===== config.mk =====
export PLATFORM = sky130hd
export DESIGN_NAME = vu_param_bank
export DESIGN_NICKNAME = d
export VERILOG_FILES = /design/src/hw/vu_pkg.sv /design/src/hw/vu_pos_if.sv /design/src/hw/vu_pos_report.sv /design/src/hw/vu_pulse_counter.sv /design/src/hw/vu_param_bank.sv
export SDC_FILE = /design/constraint.sdc
export NUM_CORES = 1
export LEC_CHECK = 0
export BUFFER_PORTS_ARGS = -buffer_cell sky130_fd_sc_hd__buf_2
export CAP_MARGIN = 0
export CORE_ASPECT_RATIO = 1.5
export CORE_MARGIN = 3
export CORE_UTILIZATION = 35
export CTS_CLUSTER_SIZE = 28
export DETAILED_ROUTE_END_ITERATION = 12
export PLACE_DENSITY = 0.59
export SLEW_MARGIN = 20
export SYNTH_ARGS = -nofsm -noshare
export SYNTH_HDL_FRONTEND = slang
export SYNTH_SLANG_ARGS = --single-unit
export TNS_END_PERCENT = 50

===== constraint.sdc =====
create_clock -name core_clk -period 13.84 [get_ports core_clk]
set_input_delay 1.384 -clock core_clk [delete_from_list [all_inputs] [get_ports core_clk]]
set_output_delay 1.384 -clock core_clk [all_outputs]
set_load 0.05 [all_outputs]

===== src/hw/vu_pkg.sv =====
// Shared constants of the valve unit parameter blocks
package vu_pkg;
	// ----------------------------------------
	// Parameter addressing
	// ----------------------------------------
	// A parameter address is {block, parameter}, i.e. index = block * 8 + parameter
	localparam int BLK_W = 4;
	localparam int PAR_W = 3;
	localparam int ADR_W = BLK_W + PAR_W;
	localparam int WORD_W = 16;
	localparam logic [ADR_W-1:0] ADR_POS_MV      = 7'h20; // Block 4 parameter 0
	localparam logic [ADR_W-1:0] ADR_POS_DEV     = 7'h21;
	localparam logic [ADR_W-1:0] ADR_POS_TMO     = 7'h22;
	localparam logic [ADR_W-1:0] ADR_POS_CAL_LO  = 7'h23;
	localparam logic [ADR_W-1:0] ADR_POS_CAL_HI  = 7'h24;
	localparam logic [ADR_W-1:0] ADR_POS_RAW     = 7'h25;
	localparam logic [ADR_W-1:0] ADR_CTL_TARGET  = 7'h29; // Block 5 parameter 1
	localparam logic [ADR_W-1:0] ADR_CTL_HOLD    = 7'h2a;
	localparam logic [ADR_W-1:0] ADR_CTL_DBAND   = 7'h2b;
	localparam logic [ADR_W-1:0] ADR_CTL_HYST    = 7'h2c;
	localparam logic [ADR_W-1:0] ADR_RLY_STATE   = 7'h30; // Block 6 parameter 0
	localparam logic [ADR_W-1:0] ADR_RLY_OPEN    = 7'h31;
	localparam logic [ADR_W-1:0] ADR_RLY_STOP    = 7'h32;
	localparam logic [ADR_W-1:0] ADR_RLY_CLOSE   = 7'h33;
	localparam logic [ADR_W-1:0] ADR_RLY_ESD     = 7'h34;
	localparam logic [ADR_W-1:0] ADR_RLY_PST     = 7'h35;
	localparam logic [ADR_W-1:0] ADR_PULSE_COUNT = 7'h38; // Block 7 parameter 0
	// ----------------------------------------
	// Field layout of the relay state word
	// ----------------------------------------
	localparam int RLY_BIT_FOUR  = 0;
	localparam int RLY_BIT_ONE   = 1;
	localparam int RLY_BIT_THREE = 2;
	localparam int RLY_BIT_TWO   = 3;
	localparam int RLY_BIT_MODE  = 7;
	// ----------------------------------------
	// Reset values and ranges
	// ----------------------------------------
	localparam logic [WORD_W-1:0] WORD_ZERO = 16'h0000;
	localparam logic [WORD_W-1:0] PULSE_MAX = 16'h270f; // 9999 decimal
	localparam int MV_W = 8;
	// ----------------------------------------
	// Timing
	// ----------------------------------------
	localparam longint SECOND_NS     = 1000000000;
	localparam longint CLK_PERIOD_NS = 5;
	localparam int SEC_CYCLES = int'(SECOND_NS / CLK_PERIOD_NS);
endpackage


===== src/hw/vu_pos_if.sv =====
// Position report signals between the parameter bank and the report engine
`timescale 1ns/10ps
interface vu_pos_if;
	logic [7:0]  measured_value; // Current 8-bit position
	logic [15:0] threshold;      // Deviation threshold word
	logic [15:0] timeout;        // Update timeout word in seconds
	logic        report;         // One-cycle fresh report pulse
	modport bank (output measured_value, output threshold, output timeout, input report);
	modport engine (input measured_value, input threshold, input timeout, output report);
endinterface


===== src/hw/vu_pos_report.sv =====
// Position report engine: deviation and timed update
`timescale 1ns/10ps
module vu_pos_report
	import vu_pkg::*;
#(
	parameter int SEC_COUNT = SEC_CYCLES
)(
	// Clock and reset
	input  wire logic core_clk,
	input  wire logic rst,
	// Position link to the bank
	vu_pos_if.engine  pos
);
	logic [7:0]  last_ff, nxt_last;     // Last reported position
	logic [31:0] tick_ff, nxt_tick;     // Cycles within one second
	logic [15:0] secs_ff, nxt_secs;     // Whole seconds since last report
	logic        report_ff, nxt_report; // Registered report pulse
	logic [7:0]  diff;                  // Absolute movement since report
	logic        dev_hit;
	logic        tmo_hit;

	// ----------------------------------------
	// Next-state logic
	// ----------------------------------------
	always_comb
	begin
		diff = (pos.measured_value > last_ff) ? pos.measured_value - last_ff
			: last_ff - pos.measured_value;
		// Zero threshold disables deviation reporting
		dev_hit = (pos.threshold != WORD_ZERO) && (16'(diff) > pos.threshold);
		// Zero timeout disables timed reporting
		tmo_hit = (pos.timeout != WORD_ZERO) && (secs_ff >= pos.timeout);
		nxt_report = dev_hit || tmo_hit;
		nxt_last = last_ff;
		nxt_tick = tick_ff + 32'd1;
		nxt_secs = secs_ff;
		if (nxt_report)
		begin
			// Restart both measures from the new report
			nxt_last = pos.measured_value;
			nxt_tick = 32'd0;
			nxt_secs = WORD_ZERO;
		end
		else if (tick_ff >= 32'(SEC_COUNT - 1))
		begin
			// One whole second elapsed; saturate rather than wrap
			nxt_tick = 32'd0;
			if (secs_ff != 16'hffff)
				nxt_secs = secs_ff + 16'd1;
		end
	end

	// ----------------------------------------
	// Registers
	// ----------------------------------------
	always_ff @(posedge core_clk or posedge rst)
	begin
		if (rst)
		begin
			last_ff   <= 8'h00;
			tick_ff   <= 32'h0000_0000;
			secs_ff   <= 16'h0000;
			report_ff <= 1'b0;
		end
		else
		begin
			last_ff   <= nxt_last;
			tick_ff   <= nxt_tick;
			secs_ff   <= nxt_secs;
			report_ff <= nxt_report;
		end
	end

	assign pos.report = report_ff;
endmodule // vu_pos_report


===== src/hw/vu_pulse_counter.sv =====
// Decimal-range pulse counter, 0 to 9999 then wraps
`timescale 1ns/10ps
module vu_pulse_counter
	import vu_pkg::*;
(
	// Clock and reset
	input  wire logic        core_clk,
	input  wire logic        rst,
	// Synchronised pulse level
	input  wire logic        pulse_sync,
	// Count value
	output logic [15:0]      count
);
	logic        prev_ff, nxt_prev;   // Previous pulse level
	logic [15:0] count_ff, nxt_count; // Binary count

	// ----------------------------------------
	// Count on each rising edge of the pulse
	// ----------------------------------------
	always_comb
	begin
		nxt_prev  = pulse_sync;
		nxt_count = count_ff;
		if (pulse_sync && !prev_ff)
			nxt_count = (count_ff >= PULSE_MAX) ? WORD_ZERO : count_ff + 16'd1;
	end

	always_ff @(posedge core_clk or posedge rst)
	begin
		if (rst)
		begin
			prev_ff  <= 1'b0;
			count_ff <= 16'h0000;
		end
		else
		begin
			prev_ff  <= nxt_prev;
			count_ff <= nxt_count;
		end
	end

	assign count = count_ff;
endmodule // vu_pulse_counter


===== src/hw/vu_param_bank.sv =====
// Parameter bank of the valve unit: position, control, relay and pulse blocks
//
// Functional notes
// - Deviation threshold RW, zero disables reporting
// - Update timeout RW seconds, zero disables
// - Calibration low/high RW, raw input RO
// - Target position RW, 0 closed 255 full
// - Motion hold RW, 255 means 128 s
// - Deadband RW, 255 means twelve percent
// - Relay state bits 4,1,3,2, mode bit7
// - Open command drives relay two
// - Close drives relay one, stop relay three
// - Shutdown command drives relay four
// - Partial stroke command zero off, nonzero on
// - Pulse count 0 to 9999 binary
`timescale 1ns/10ps
module vu_param_bank
	import vu_pkg::*;
#(
	parameter int SEC_COUNT = SEC_CYCLES // Cycles per second, shorten in simulation
)(
	// Clock and reset
	input  wire logic              core_clk,
	input  wire logic              rst,
	// Parameter access port
	input  wire logic              param_req,
	input  wire logic              param_wr,
	input  wire logic [BLK_W-1:0]  param_block,
	input  wire logic [PAR_W-1:0]  param_index,
	input  wire logic [WORD_W-1:0] param_wdata,
	output logic [WORD_W-1:0]      param_rdata,
	output logic                   param_ack,
	// Field inputs (asynchronous)
	input  wire logic [MV_W-1:0]   measured_value_in,
	input  wire logic [WORD_W-1:0] raw_input_in,
	input  wire logic              relay_action_mode_in,
	input  wire logic              pulse_in,
	// Relay outputs
	output logic                   relay_one,
	output logic                   relay_two,
	output logic                   relay_three,
	output logic                   relay_four,
	output logic                   partial_stroke_test,
	// Control settings and report
	output logic [WORD_W-1:0]      target_position,
	output logic [WORD_W-1:0]      motion_hold_time,
	output logic [WORD_W-1:0]      position_deadband,
	output logic [WORD_W-1:0]      hysteresis,
	output logic [WORD_W-1:0]      position_cal_low,
	output logic [WORD_W-1:0]      position_cal_high,
	output logic                   position_report
);
	// ----------------------------------------
	// Decoding helpers
	// ----------------------------------------
	// Any non-zero write energises a relay, 16'hff00 included
	// Shared by all five command words so their decode cannot drift apart
	function automatic logic energise(input logic [WORD_W-1:0] w);
		return w != WORD_ZERO;
	endfunction

	// ----------------------------------------
	// Declarations
	// ----------------------------------------
	logic [MV_W-1:0]   mv_s1_ff, mv_s2_ff;     // Position synchroniser
	logic [WORD_W-1:0] raw_s1_ff, raw_s2_ff;   // Raw input synchroniser
	logic              mode_s1_ff, mode_s2_ff; // Relay mode synchroniser
	logic              pls_s1_ff, pls_s2_ff;   // Pulse synchroniser
	logic [WORD_W-1:0] dev_ff, nxt_dev;        // Deviation threshold
	logic [WORD_W-1:0] tmo_ff, nxt_tmo;        // Update timeout
	logic [WORD_W-1:0] cal_lo_ff, nxt_cal_lo;  // Low calibration point
	logic [WORD_W-1:0] cal_hi_ff, nxt_cal_hi;  // High calibration point
	logic [WORD_W-1:0] target_ff, nxt_target;  // Target position
	logic [WORD_W-1:0] hold_ff, nxt_hold;      // Motion hold time
	logic [WORD_W-1:0] dband_ff, nxt_dband;    // Deadband
	logic [WORD_W-1:0] hyst_ff, nxt_hyst;      // Hysteresis
	logic              r1_ff, nxt_r1;          // Relay one
	logic              r2_ff, nxt_r2;          // Relay two
	logic              r3_ff, nxt_r3;          // Relay three
	logic              r4_ff, nxt_r4;          // Relay four
	logic              pst_ff, nxt_pst;        // Partial stroke relay
	logic [WORD_W-1:0] rdata_ff, nxt_rdata;    // Read answer
	logic              ack_ff, nxt_ack;        // Access acknowledge
	logic [WORD_W-1:0] relay_word;             // Assembled relay state
	logic [WORD_W-1:0] pulse_count;            // Counter value
	logic [ADR_W-1:0]  addr;                   // Combined parameter address
	logic              wr_en;                  // Write strobe this cycle

	// Position link to the report engine; the bank drives the words
	vu_pos_if pos ();

	// ----------------------------------------
	// Input synchronisers
	// ----------------------------------------
	// Multi-bit words are only two-flop synchronised; a word that changes
	// while sampled may read mixed for one cycle, acceptable for slow sensors
	// Only the second flop of each chain is read by any logic
	always_ff @(posedge core_clk or posedge rst)
	begin
		if (rst)
		begin
			mv_s1_ff   <= 8'h00;
			mv_s2_ff   <= 8'h00;
			raw_s1_ff  <= 16'h0000;
			raw_s2_ff  <= 16'h0000;
			mode_s1_ff <= 1'b0;
			mode_s2_ff <= 1'b0;
			pls_s1_ff  <= 1'b0;
			pls_s2_ff  <= 1'b0;
		end
		else
		begin
			mv_s1_ff   <= measured_value_in;
			mv_s2_ff   <= mv_s1_ff;
			raw_s1_ff  <= raw_input_in;
			raw_s2_ff  <= raw_s1_ff;
			mode_s1_ff <= relay_action_mode_in;
			mode_s2_ff <= mode_s1_ff;
			pls_s1_ff  <= pulse_in;
			pls_s2_ff  <= pls_s1_ff;
		end
	end

	// ----------------------------------------
	// Sub-blocks
	// ----------------------------------------
	// Report engine sees the synchronised position and the stored limits
	assign pos.measured_value = mv_s2_ff;
	assign pos.threshold      = dev_ff;
	assign pos.timeout        = tmo_ff;

	vu_pos_report #(
		.SEC_COUNT (SEC_COUNT)
	) u_report (
		.core_clk (core_clk),
		.rst      (rst),
		.pos      (pos.engine)
	);

	// Counter edge detector starts low, matching the idle pulse pin
	vu_pulse_counter u_counter (
		.core_clk   (core_clk),
		.rst        (rst),
		.pulse_sync (pls_s2_ff),
		.count      (pulse_count)
	);

	// ----------------------------------------
	// Relay state word
	// ----------------------------------------
	always_comb
	begin
		// Bits 4 to 6 and the upper byte stay zero
		relay_word                = WORD_ZERO; // Unused bits read zero
		relay_word[RLY_BIT_FOUR]  = r4_ff;
		relay_word[RLY_BIT_ONE]   = r1_ff;
		relay_word[RLY_BIT_THREE] = r3_ff;
		relay_word[RLY_BIT_TWO]   = r2_ff;
		relay_word[RLY_BIT_MODE]  = mode_s2_ff;
	end

	// ----------------------------------------
	// Write decode and next values
	// ----------------------------------------
	always_comb
	begin
		addr       = {param_block, param_index};
		wr_en      = param_req && param_wr;
		nxt_dev    = dev_ff;
		nxt_tmo    = tmo_ff;
		nxt_cal_lo = cal_lo_ff;
		nxt_cal_hi = cal_hi_ff;
		nxt_target = target_ff;
		nxt_hold   = hold_ff;
		nxt_dband  = dband_ff;
		nxt_hyst   = hyst_ff;
		nxt_r1     = r1_ff;
		nxt_r2     = r2_ff;
		nxt_r3     = r3_ff;
		nxt_r4     = r4_ff;
		nxt_pst    = pst_ff;
		// Writes land at the taking edge, so a read one cycle later sees them
		if (wr_en)
		begin
			unique case (addr)
				ADR_POS_DEV:    nxt_dev    = param_wdata;
				ADR_POS_TMO:    nxt_tmo    = param_wdata;
				ADR_POS_CAL_LO: nxt_cal_lo = param_wdata;
				ADR_POS_CAL_HI: nxt_cal_hi = param_wdata;
				ADR_CTL_TARGET: nxt_target = param_wdata;
				ADR_CTL_HOLD:   nxt_hold   = param_wdata;
				ADR_CTL_DBAND:  nxt_dband  = param_wdata;
				ADR_CTL_HYST:   nxt_hyst   = param_wdata;
				// A relay keeps its state until its next command word
				ADR_RLY_OPEN:   nxt_r2     = energise(param_wdata);
				ADR_RLY_CLOSE:  nxt_r1     = energise(param_wdata);
				ADR_RLY_STOP:   nxt_r3     = energise(param_wdata);
				ADR_RLY_ESD:    nxt_r4     = energise(param_wdata);
				ADR_RLY_PST:    nxt_pst    = energise(param_wdata);
				// Read-only and reserved words keep their state
				default:        nxt_hyst   = hyst_ff;
			endcase
		end
		// Every request is answered, whatever its address
		nxt_ack = param_req;
	end

	// ----------------------------------------
	// Read mux
	// ----------------------------------------
	// Write-only commands read back zero, like reserved words
	// Registered so the answer stands in the same cycle as the acknowledge
	always_comb
	begin
		// Read data clears each cycle so no stale answer lingers
		nxt_rdata = WORD_ZERO;
		if (param_req && !param_wr)
		begin
			unique case ({param_block, param_index})
				ADR_POS_MV:      nxt_rdata = {8'h00, mv_s2_ff};
				ADR_POS_DEV:     nxt_rdata = dev_ff;
				ADR_POS_TMO:     nxt_rdata = tmo_ff;
				ADR_POS_CAL_LO:  nxt_rdata = cal_lo_ff;
				ADR_POS_CAL_HI:  nxt_rdata = cal_hi_ff;
				ADR_POS_RAW:     nxt_rdata = raw_s2_ff;
				ADR_CTL_TARGET:  nxt_rdata = target_ff;
				ADR_CTL_HOLD:    nxt_rdata = hold_ff;
				ADR_CTL_DBAND:   nxt_rdata = dband_ff;
				ADR_CTL_HYST:    nxt_rdata = hyst_ff;
				ADR_RLY_STATE:   nxt_rdata = relay_word;
				ADR_PULSE_COUNT: nxt_rdata = pulse_count;
				default:         nxt_rdata = WORD_ZERO;
			endcase
		end
	end

	// ----------------------------------------
	// Registers
	// ----------------------------------------
	// Relays come up de-energised so nothing moves before the master writes
	// Calibration words are stored only; scaling is left to the master
	always_ff @(posedge core_clk or posedge rst)
	begin
		if (rst)
		begin
			dev_ff    <= 16'h0000;
			tmo_ff    <= 16'h0000;
			cal_lo_ff <= 16'h0000;
			cal_hi_ff <= 16'h0000;
			target_ff <= 16'h0000;
			hold_ff   <= 16'h0000;
			dband_ff  <= 16'h0000;
			hyst_ff   <= 16'h0000;
			r1_ff     <= 1'b0;
			r2_ff     <= 1'b0;
			r3_ff     <= 1'b0;
			r4_ff     <= 1'b0;
			pst_ff    <= 1'b0;
			rdata_ff  <= 16'h0000;
			ack_ff    <= 1'b0;
		end
		else
		begin
			dev_ff    <= nxt_dev;
			tmo_ff    <= nxt_tmo;
			cal_lo_ff <= nxt_cal_lo;
			cal_hi_ff <= nxt_cal_hi;
			target_ff <= nxt_target;
			hold_ff   <= nxt_hold;
			dband_ff  <= nxt_dband;
			hyst_ff   <= nxt_hyst;
			r1_ff     <= nxt_r1;
			r2_ff     <= nxt_r2;
			r3_ff     <= nxt_r3;
			r4_ff     <= nxt_r4;
			pst_ff    <= nxt_pst;
			rdata_ff  <= nxt_rdata;
			ack_ff    <= nxt_ack;
		end
	end

	// ----------------------------------------
	// Outputs, all straight from flops
	// ----------------------------------------
	// Control words leave unscaled; the actuator applies its own ranges
	assign param_rdata         = rdata_ff;
	assign param_ack           = ack_ff;
	assign relay_one           = r1_ff;
	assign relay_two           = r2_ff;
	assign relay_three         = r3_ff;
	assign relay_four          = r4_ff;
	assign partial_stroke_test = pst_ff;
	assign target_position     = target_ff;
	assign motion_hold_time    = hold_ff;
	assign position_deadband   = dband_ff;
	assign hysteresis          = hyst_ff;
	assign position_cal_low    = cal_lo_ff;
	assign position_cal_high   = cal_hi_ff;
	assign position_report     = pos.report;
endmodule // vu_param_bank


==> results by group, run 1 <==
Run status
  – Status: finished clean

Clock network
  – Clk buf depth: 3
  – Sink Count: approximately 280
  – Cts repair resizes: 0
  – Worst-path clk slew: approximately 0.060 ns
  – Hold_buf cts: 0
  – CTS root buf: clkbuf_16
  – CTS tree: done
  – Clock latency on the worst-skew pair: around 0.55 ns
  – Htree depth: 1
  – CTS buffer count: 28
  – Postcts setup bufs: 0

Worst setup path
  – Slowest stage delay, CP: between 0.4 and 0.5 ns
  – Setup crit end kind: flip-flop
  – Kind of critical path: flip-flop to flip-flop
  – Worst setup SP type: flip-flop
  – CP top delay family: compound AO/OA/AOI/OAI gates
  – CP Cell Sequence: inv_1 > ha_1 > inv_1 > fa_1 > nand3_1 > and2_1 > nor2_1 > o22ai_4 > mux2i_1 > o221ai_1 > xor2_1 > ha_1 > nor2b_1 > o21ai_1 > nand2b_1 > o221ai_1 > o21ai_2 > buf_4 > mux2_2
  – Worst path slowest cell: dfrtp_1
  – CP Buf/Inv Count: 3
  – Req. time, crit path: approximately 14 ns
  – Data arrival, critical path: 4.69 ns
  – Crit Path Max Fanout: 25

Global route
  – All-layer global routing usage: 0.191
  – Largest net degree at the start of global routing: 137
  – Number of global-route vias before repair: slightly below 10000
  – First-pass GRT wire length: roughly 58000 µm
  – Initial antenna violation count: 1
  – Global route overflow: 0

Logic synthesis
  – Netlist cell types: 68
  – Count of flip-flops with a built-in enable after synthesis: 0
  – Largest cells by area after synthesis: dfrtp_1 (53%), mux2_2 (11%), ha_1 (4.1%)
  – Post-synth top area share: 0.535
  – Synthesized area: 12900 µm²
  – Dominant synthesized flop cell: dfrtp_1
  – Yosys reg bits: 276
  – Post-synthesis async set-or-reset flop share: 1.00
  – Post-Syn Instances: between 1000 and 1500
  – Register area share after synthesis: 0.535
  – Synthesis Warnings: 0
  – Largest area contributor in the netlist: dfrtp_1
  – Syn Area/Cell: about 12 µm²

Route
  – Vias: about 9500
  – Final WL: approximately 38000 µm
  – Antenna-violating nets left: 0
  – DRC viols: 0
  – Drt first-iter violations: ~670
  – DR vias/cell: approximately 5.3
  – Wire per inst: 21.4 µm
  – Pre-Repair DR Iteration Count: 5

Final layout
  – Final Core Density: 0.421
  – Most frequent cells in the layout: dfrtp_1 (276), buf_2 (171), mux2_2 (126), nor2_1 (89), nand2_1 (80)
  – Most common cell after layout, fill and taps aside: dfrtp_1
  – Most flop-heavy register: u_report.tick_ff
  – ANT cells: 0
  – Largest register FFs: 32
  – Final-stage net count: 1380
  – Finished Layout Cells: 1781
  – Area Growth Syn to Fin: 18.0%
  – Layout cells sized above 1: 0.288

STA
  – Max-slew headroom: 0.264
  – Clock skew: 0.0114 ns
  – Fin. Hold Viols: 0
  – Worst hold slack: ~0.35 ns
  – Period utilization: 0.308
  – RSZ-0062 raised after global routing: no
  – Fin crit period: roughly 4.3 ns
  – Worst slew pin tran: approximately 1.1 ns
  – Final setup vio count: 0
  – FMAX: ~230 MHz
  – Fin. max-slew vios: 0
  – Setup TNS: 0 ns

Placement
  – Dpl cells: around 1700
  – DP Wirelength: roughly 28000 µm
  – Port bufs: ~170
  – Placer Congestion: around 0.95

Power
  – Maximum vdd drop: around 93 µV
  – Leakage: ~7.4 nW
  – Pwr per Cell Area: roughly 150 nW/µm²

Min path
  – Worst hold path type: flip-flop to flip-flop

Floorplanning
  – # IOs: between 150 and 200
  – Height of the die: approximately 240 µm
  – Site Rows: 85
  – Initial Utilization: 0.357
  – Core Box Area: 36200 µm²
  – Die ar.: 39300 µm²
  – Chip width: between 150 and 200 µm

Job
  – Max Cap Viol: 0
-- routing by layer --
layer / vias to the layer above / wire [µm] / GRT usage
li1: 4316 / - / -
met4: 2 / 2040 / 0.0936
met2: 327 / 19400 / 0.345
met1: 4767 / 14500 / 0.220
met5: - / 13 / 0
met3: 100 / 2160 / 0.0311
-- stage by stage --
step           worst slack [ns]  total power [W]  instance area [µm²]
2_1_floorplan              4.85          0.00129                12900
3_5_place_dp               9.29          0.00143                14200
5_1_grt                    9.37          0.00234                15200
3_3_place_gp               9.42          0.00141                14200
4_1_cts                    9.60          0.00225                15200
6_report                   9.58          0.00222                15200
-- cells in the mapped netlist (19+ instances only) --
library cell,instances
nor3_1,19
dfrtp_1,276
xnor2_1,31
o21ai_0,33
nand2_1,80
a21oi_1,39
inv_1,52
mux2_2,126
mux2i_1,36
xor2_1,23
nor2_1,89
ha_1,42
nand3_1,24
-- layout make-up --
| cell class | count | area [µm²] |
|---|---|---|
| fill | 3479 | 20900 |
| sequential | 276 | 6910 |
| multi-input combinational | 743 | 5590 |
| timing repair buffer | 181 | 931 |
| clock buffer | 39 | 843 |
| tap | 478 | 598 |
| inverter | 53 | 206 |
| clock inverter | 11 | 161 |
-- cells by family after synthesis --
family	after synthesis	synth area share
simple gates	302	0.117
flops	276	0.535
compound gates	172	0.0916
mux	167	0.142
buf+inv	95	0.0343
xor+xnor	54	0.0366
fa+ha+maj	44	0.0438
other cells	1	0.000290
-- final timing paths --
path / from / depth (start not counted) / slack, ns / endpoint
min reg2reg: raw_s1_ff[15]$_DFF_PP0_ / 0 / 0.35 / raw_s2_ff[15]$_DFF_PP0_
min: raw_s1_ff[15]$_DFF_PP0_ / 0 / 0.35 / raw_s2_ff[15]$_DFF_PP0_
min in group asynchronous: rst / 2 / 1.04 / raw_s1_ff[12]$_DFF_PP0_
max in group asynchronous: rst / 4 / 10.46 / raw_s1_ff[1]$_DFF_PP0_
max: mv_s2_ff[0]$_DFF_PP0_ / 19 / 9.58 / u_report.last_ff[7]$_DFFE_PP0N_
max reg2reg: mv_s2_ff[0]$_DFF_PP0_ / 19 / 9.58 / u_report.last_ff[7]$_DFFE_PP0N_
-- power breakdown --
group          switching (W)  total, W  internal (W)
clock network       0.000320  0.000818      0.000498
registers          0.0000569  0.000920      0.000864
logic               0.000297  0.000486      0.000189
No activity file was read; power rests on OpenSTA's default activity.
==> run 2: changes to the inputs <==
==> constraint.sdc (replaced) <==
create_clock -name core_clk -period 4.5 [get_ports core_clk]
set_input_delay 0.45 -clock core_clk [delete_from_list [all_inputs] [get_ports core_clk]]
set_output_delay 0.45 -clock core_clk [all_outputs]
set_load 0.05 [all_outputs]
==> run 2 against run 1 <==
Net effect:
- design area rose by 1.7%
- final cell count is 1.9% higher
- largest power group unchanged
- fmax grew 4.7%
- utilization is 0.72 points higher
- via count up 0.32%
- count of clock-buffer cells in the layout is the same
- highest routed layer unchanged
- wire length rose by 0.68%
- critical path depth is 1 higher
- critical path type unchanged
==> results by group, run 2 (synthesized netlist as in run 1, its figures left out) <==
Run status
  – Status: finished clean

Final layout
  – Most common cell after layout, fill and taps aside: dfrtp_1
  – ANT cells: 0
  – Most frequent cells in the layout: dfrtp_1 (276), buf_2 (171), mux2_2 (126), nor2_1 (89), nand2_1 (80)
  – Layout cells sized above 1: 0.285
  – Largest register FFs: 32
  – Finished Layout Cells: around 1800
  – Final-stage net count: 1413
  – Most flop-heavy register: u_report.tick_ff
  – Area Growth Syn to Fin: 20.0%

Clock network
  – CTS buffer count: 28
  – CTS tree: done
  – Clk buf depth: 3
  – Htree depth: 1
  – Sink Count: approximately 280
  – Postcts setup bufs: 0
  – Clock latency on the worst-skew pair: between 0.5 and 0.6 ns
  – CTS root buf: clkbuf_16
  – Worst-path clk slew: 0.06 ns

Global route
  – All-layer global routing usage: 0.193
  – Initial antenna violation count: 2
  – Global route overflow: 0
  – First-pass GRT wire length: 58800 µm
  – Largest net degree at the start of global routing: 151
  – Number of global-route vias before repair: approximately 10000

Worst setup path
  – Worst path slowest cell: dfrtp_1
  – Worst setup SP type: flip-flop
  – Setup crit end kind: flip-flop
  – Crit path capture: u_report.secs_ff[11]$_DFFE_PP0P_
  – Slowest stage delay, CP: between 0.4 and 0.5 ns
  – R2R depth: 20
  – RR Startpoint: mv_s2_ff[0]$_DFF_PP0_
  – Worst R2R Setup Slack: ~0.43 ns
  – Data arrival, critical path: 4.55 ns
  – Req. time, crit path: around 5 ns
  – R2R Path End: u_report.secs_ff[11]$_DFFE_PP0P_
  – Kind of critical path: flip-flop to flip-flop
  – CP Cell Sequence: inv_1 > ha_1 > inv_1 > fa_1 > nand3_1 > and2_1 > nor2_1 > o22ai_4 > mux2_2 > o211ai_1 > xnor2_1 > ha_1 > a21oi_1 > nor2b_1 > o21ai_1 > nand2b_1 > o221ai_2 > o21ai_4 > buf_4 > nor2_1
  – Crit path launch: mv_s2_ff[0]$_DFF_PP0_
  – Crit Path Max Fanout: 17

Job
  – Max Cap Viol: 0

Floorplanning
  – Site Rows: 85
  – Height of the die: 241 µm
  – Die ar.: about 40000 µm²
  – # IOs: approximately 170
  – Initial Utilization: 0.357
  – Chip width: between 150 and 200 µm
  – Core Box Area: ~36000 µm²

Placement
  – Dpl cells: around 1700
  – Port bufs: between 150 and 200
  – Placer Congestion: between 0.8 and 0.9
  – DP Wirelength: about 29000 µm

STA
  – Worst slew pin tran: just over 1 ns
  – Period utilization: 0.905
  – Clock skew: approximately 0.019 ns
  – Final setup vio count: 0
  – Max-slew headroom: 0.327
  – FMAX: 246 MHz
  – RSZ-0062 raised after global routing: no
  – Fin crit period: around 4 ns
  – Setup TNS: 0 ns
  – Fin. Hold Viols: 0
  – Fin. max-slew vios: 0

Power
  – Total power draw: around 0.0067 W
  – Leakage: 7.52 nW
  – Clock share of power: 0.351
  – Comb power frac: 0.230
  – Flop pwr share: 0.419
  – Switching Power: about 0.0021 W
  – Maximum vdd drop: between 200 and 300 µV
  – Pwr per Cell Area: roughly 430 nW/µm²
  – Pint: approximately 0.0046 W
  – Sw Share: 0.310

Route
  – Final WL: 38400 µm
  – Drt first-iter violations: 707
  – Vias: approximately 9500
  – DRC viols: 0
  – Wire per inst: 21.2 µm
  – Antenna-violating nets left: 0
  – DR vias/cell: between 5 and 6
  – Pre-Repair DR Iteration Count: 5

Min path
  – Worst hold path type: input port to flip-flop
-- run 2: cell types whose count changed in the layout (fill, tap and decap cells not counted), moves of 2 or more --
cell and delta:
clkbuf_1 +3, dlygate4sd3_1 +25, clkbuf_8 -3, bufinv_16 -2, buf_4 +7, clkinvlp_4 +2
-- run 2: per-stage QoR --
stage               setup WS (ns)  hold WS, ns   util  area (µm²)
global placement            0.380        0.334  0.395       14300
detailed placement          0.250        0.335  0.395       14300
CTS                         0.220     0.000360  0.428       15500
finish                      0.430       0.0194  0.429       15500
global route               0.0331      0.00245  0.429       15500
floorplan                   0.399        0.331      -       12900
-- run 2: power groups by stage --
| stage | Sequential, W | Clock [W] | Combinational, W |
|---|---|---|---|
| 6_report | 0.00282 | 0.00236 | 0.00154 |
| 2_1_floorplan | 0.00298 | 0 | 0.000979 |
| 3_3_place_gp | 0.00286 | 0 | 0.00150 |
| 4_1_cts | 0.00282 | 0.00242 | 0.00155 |
| 3_5_place_dp | 0.00286 | 0 | 0.00153 |
| 5_1_grt | 0.00284 | 0.00253 | 0.00172 |
-- run 2: worst min-delay path by stage --
stage	from	cells past startpoint	slack (ns)	endpoint
finish	raw_input_in[15]	1	0.02	raw_s1_ff[15]$_DFF_PP0_
detailed placement	mode_s1_ff$_DFF_PP0_	0	0.33	mode_s2_ff$_DFF_PP0_
CTS	raw_input_in[15]	1	0.0004	raw_s1_ff[15]$_DFF_PP0_
global route	raw_input_in[15]	1	0.002	raw_s1_ff[15]$_DFF_PP0_
floorplan	mode_s1_ff$_DFF_PP0_	0	0.33	mode_s2_ff$_DFF_PP0_
global placement	raw_s1_ff[11]$_DFF_PP0_	0	0.33	raw_s2_ff[11]$_DFF_PP0_
-- run 2: timing repair --
item | in CTS | in global routing
resized for setup | 0 | 2
hold buffers | 23 | 2
setup endpoints to repair | 0 | 18
endpoints found under the hold margin | 36 | 2
-- run 2: final cells by class --
class,count,area [µm²]
clock buffers,39,813
clock inverters,11,118
fillers,3459,20700
inverters,53,203
multi-input cells,743,5600
flip-flops and latches,276,6910
well taps,478,598
repair buffers,214,1250
-- run 2: critical path, delay by kind of cell (launching register included) --
family	cells	cell delay [ns]
and+or+nand+nor	6	0.62
buffers and inverters	3	0.42
xor gates and xnor gates	1	0.15
DFF	1	0.41
adders and majority gates	3	0.79
muxes	1	0.38
AOI/OAI and AO/OA	6	1.22
-- run 2: per-layer routing --
metal,up-vias,part of all wire,GRT usage
li1,4389,-,-
met1,4785,0.38,0.219
met2,287,0.52,0.353
met3,77,0.059,0.0399
met4,4,0.039,0.0764
met5,-,0.0010,0
==> run 3: changes to the inputs <==
--- a/config.mk
+++ b/config.mk
@@ -8,11 +8,10 @@
 export BUFFER_PORTS_ARGS = -buffer_cell sky130_fd_sc_hd__buf_2
 export CAP_MARGIN = 0
 export CORE_ASPECT_RATIO = 1.5
-export CORE_MARGIN = 3
 export CORE_UTILIZATION = 35
 export CTS_CLUSTER_SIZE = 28
 export DETAILED_ROUTE_END_ITERATION = 12
-export PLACE_DENSITY = 0.59
+export PLACE_DENSITY = 0.5
 export SLEW_MARGIN = 20
 export SYNTH_ARGS = -nofsm -noshare
 export SYNTH_HDL_FRONTEND = slang
==> constraint.sdc (replaced) <==
create_clock -name core_clk -period 4.5 [get_ports core_clk]
set_input_delay 0.45 -clock core_clk [delete_from_list [all_inputs] [get_ports core_clk]]
set_output_delay 0.45 -clock core_clk [all_outputs]
set_load 0.02 [all_outputs]
==> run 3 against run 2 <==
Net effect:
- hold slack improved by 0.033 ns
- total power increased by 5.6%
- clock skew decreased by 0.0021 ns
- count of clock-buffer cells in the layout increased by 1
- sequential share of layout area decreased by 0.74 points
- critical endpoint is now u_report.secs_ff[8]$_DFFE_PP0P_
==> results by group, run 3 (synthesized netlist as in run 1, its figures left out) <==
Worst setup path
  – Slowest stage delay, CP: about 0.4 ns
  – Worst path slowest cell: dfrtp_1
  – Data arrival, critical path: roughly 4.6 ns
  – Crit path launch: mv_s2_ff[0]$_DFF_PP0_
  – CP Cell Sequence: inv_1 > ha_1 > inv_1 > fa_1 > nand3_1 > and2_1 > nor2_1 > o22ai_4 > mux2_1 > o221ai_1 > xnor2_1 > ha_1 > nand4_1 > a21oi_1 > o221ai_4 > o21ai_4 > buf_4 > nor2_1
  – Kind of critical path: flip-flop to flip-flop
  – Crit Path Max Fanout: 17
  – RR Startpoint: mv_s2_ff[0]$_DFF_PP0_
  – Worst setup SP type: flip-flop
  – Setup crit end kind: flip-flop
  – Req. time, crit path: approximately 4.9 ns

STA
  – Period utilization: 0.922
  – FMAX: between 200 and 250 MHz
  – Clock skew: between 0.015 and 0.02 ns
  – Final setup vio count: 0
  – Fin. max-slew vios: 0
  – Fin. Hold Viols: 0
  – Final worst setup slack: 0.352 ns
  – Worst slew pin tran: approximately 0.99 ns
  – Fin crit period: slightly above 4 ns
  – Setup TNS: 0 ns
  – Max-slew headroom: 0.338
  – RSZ-0062 raised after global routing: no

Global route
  – Largest net degree at the start of global routing: approximately 140
  – All-layer global routing usage: 0.209
  – Global route overflow: 0
  – Number of global-route vias before repair: roughly 9800
  – Initial antenna violation count: 0
  – First-pass GRT wire length: roughly 60000 µm

Clock network
  – Sink Count: roughly 280
  – CTS root buf: clkbuf_16
  – Htree depth: 1
  – CTS buffer count: 30
  – Clock latency on the worst-skew pair: 0.57 ns
  – Clk buf depth: 3
  – Worst-path clk slew: roughly 0.060 ns
  – CTS tree: done

Floorplanning
  – Core Box Area: ~36000 µm²
  – Die ar.: 37700 µm²
  – Chip width: between 150 and 200 µm
  – # IOs: between 150 and 200
  – Initial Utilization: 0.357
  – Height of the die: between 200 and 250 µm
  – Site Rows: between 80 and 90

Route
  – Drt first-iter violations: between 700 and 800
  – Wire per inst: approximately 22 µm
  – DR vias/cell: approximately 5.2
  – Antenna-violating nets left: 0
  – Pre-Repair DR Iteration Count: 5
  – Vias: 9538
  – Final WL: ~39000 µm
  – DRC viols: 0

Min path
  – Worst hold path type: input port to asynchronous set/reset pin

Power
  – Total power draw: a little over 0.007 W
  – Sw Share: 0.291
  – Comb power frac: 0.206
  – Maximum vdd drop: 278 µV
  – Leakage: approximately 7.6 nW
  – Clock share of power: 0.397
  – Pint: between 0.005 and 0.006 W
  – Pwr per Cell Area: around 450 nW/µm²
  – Switching Power: slightly above 0.002 W
  – Flop pwr share: 0.397

Final layout
  – Area occupied by multi-input gates: 5640 µm²
  – Most flop-heavy register: u_report.tick_ff
  – Final-stage net count: 1416
  – Most frequent cells in the layout: dfrtp_1 (276), buf_2 (171), mux2_2 (126), nor2_1 (89), nand2_1 (80)
  – Largest register FFs: 32
  – Layout cells sized above 1: 0.289
  – Area Growth Syn to Fin: 22.0%
  – Most common cell after layout, fill and taps aside: dfrtp_1
  – Fill cell count: 3482
  – Register area: roughly 7000 µm²
  – ANT cells: 0

Run status
  – Status: finished clean

Placement
  – DP Wirelength: between 20000 and 30000 µm
  – Placer Congestion: ~0.84
  – Pre-CTS setup slack: about 0.26 ns
  – Port bufs: about 170

Job
  – Max Cap Viol: 0
[run 3: cell types whose count changed in the layout (fill, tap and decap cells not counted), sizes merged]
cell         change
o211ai           +1
clkbuf           +1
dlygate4sd3      +1
buf              -1
clkinvlp         +2
inv              +1
clkinv           -4
bufinv           +5
[run 3: power by group through the flow]
| stage | combinational [W] | clock [W] | sequential [W] |
|---|---|---|---|
| after floorplan | 0.000979 | 0 | 0.00287 |
| after global placement | 0.00139 | 0 | 0.00286 |
| after detailed placement | 0.00141 | 0 | 0.00286 |
| after CTS | 0.00144 | 0.00289 | 0.00282 |
| after global routing | 0.00165 | 0.00299 | 0.00284 |
| final | 0.00146 | 0.00282 | 0.00282 |
[run 3: path summary, 6_finish.rpt]
| check | end | depth (start not counted) | slack, ns |
|---|---|---|---|
| hold / removal | u_report.secs_ff[15]$_DFFE_PP0P_ | 3 | 0.05 |
| setup reg to reg | u_report.secs_ff[8]$_DFFE_PP0P_ | 18 | 0.35 |
| hold reg to reg | pls_s2_ff$_DFF_PP0_ | 0 | 0.35 |
| min in group core_clk | param_ack$_DFF_PP0_ | 1 | 0.09 |
| setup / recovery | u_report.secs_ff[8]$_DFFE_PP0P_ | 18 | 0.35 |
| max in group asynchronous | target_position[10]$_DFFE_PP0P_ | 3 | 3.75 |
[run 3: area by class of cell]
cell class / count / area share
Tap cell: 478 / 0.0380
Sequential cell: 276 / 0.438
Clock buffer: 40 / 0.0552
Clock inverter: 15 / 0.0174
Timing Repair Buffer: 214 / 0.0805
Inverter: 53 / 0.0129
Multi-Input combinational cell: 744 / 0.358
[run 3: critical path: cells and delay by family, from the launching register on]
kind                       cells  cell delay [ns]
DFF                            1             0.41
muxes                          1             0.36
buffers and inverters          3             0.44
AOI/OAI and AO/OA              5             1.29
xor gates and xnor gates       1             0.10
adders and majority gates      3             0.81
and+or+nand+nor                5             0.57
[run 3: repair_timing]
item	CTS	global route
hold endpoints to repair	26	0
setup endpoints to repair	0	16
gates resized for setup	0	4
setup buffers	0	0
hold buffers	26	0
[run 3: layer usage]
| metal | share of wire | wire length (µm) | track usage |
|---|---|---|---|
| met1 | 0.39 | 15300 | 0.243 |
| met2 | 0.54 | 21100 | 0.392 |
| met3 | 0.052 | 2040 | 0.0340 |
| met4 | 0.020 | 782 | 0.0609 |
| met5 | 0 | 0 | 0 |
[run 3: metrics by stage]
stage	instance area (µm²)	std cells	utilization	hold WS, ns
after floorplan	12900	1114	-	0.331
after global placement	14300	1738	0.396	0.334
after detailed placement	14300	1738	0.396	0.336
after CTS	15700	1819	0.434	0.0562
after global routing	15800	1820	0.436	0.0671
final	15800	1820	0.436	0.0529
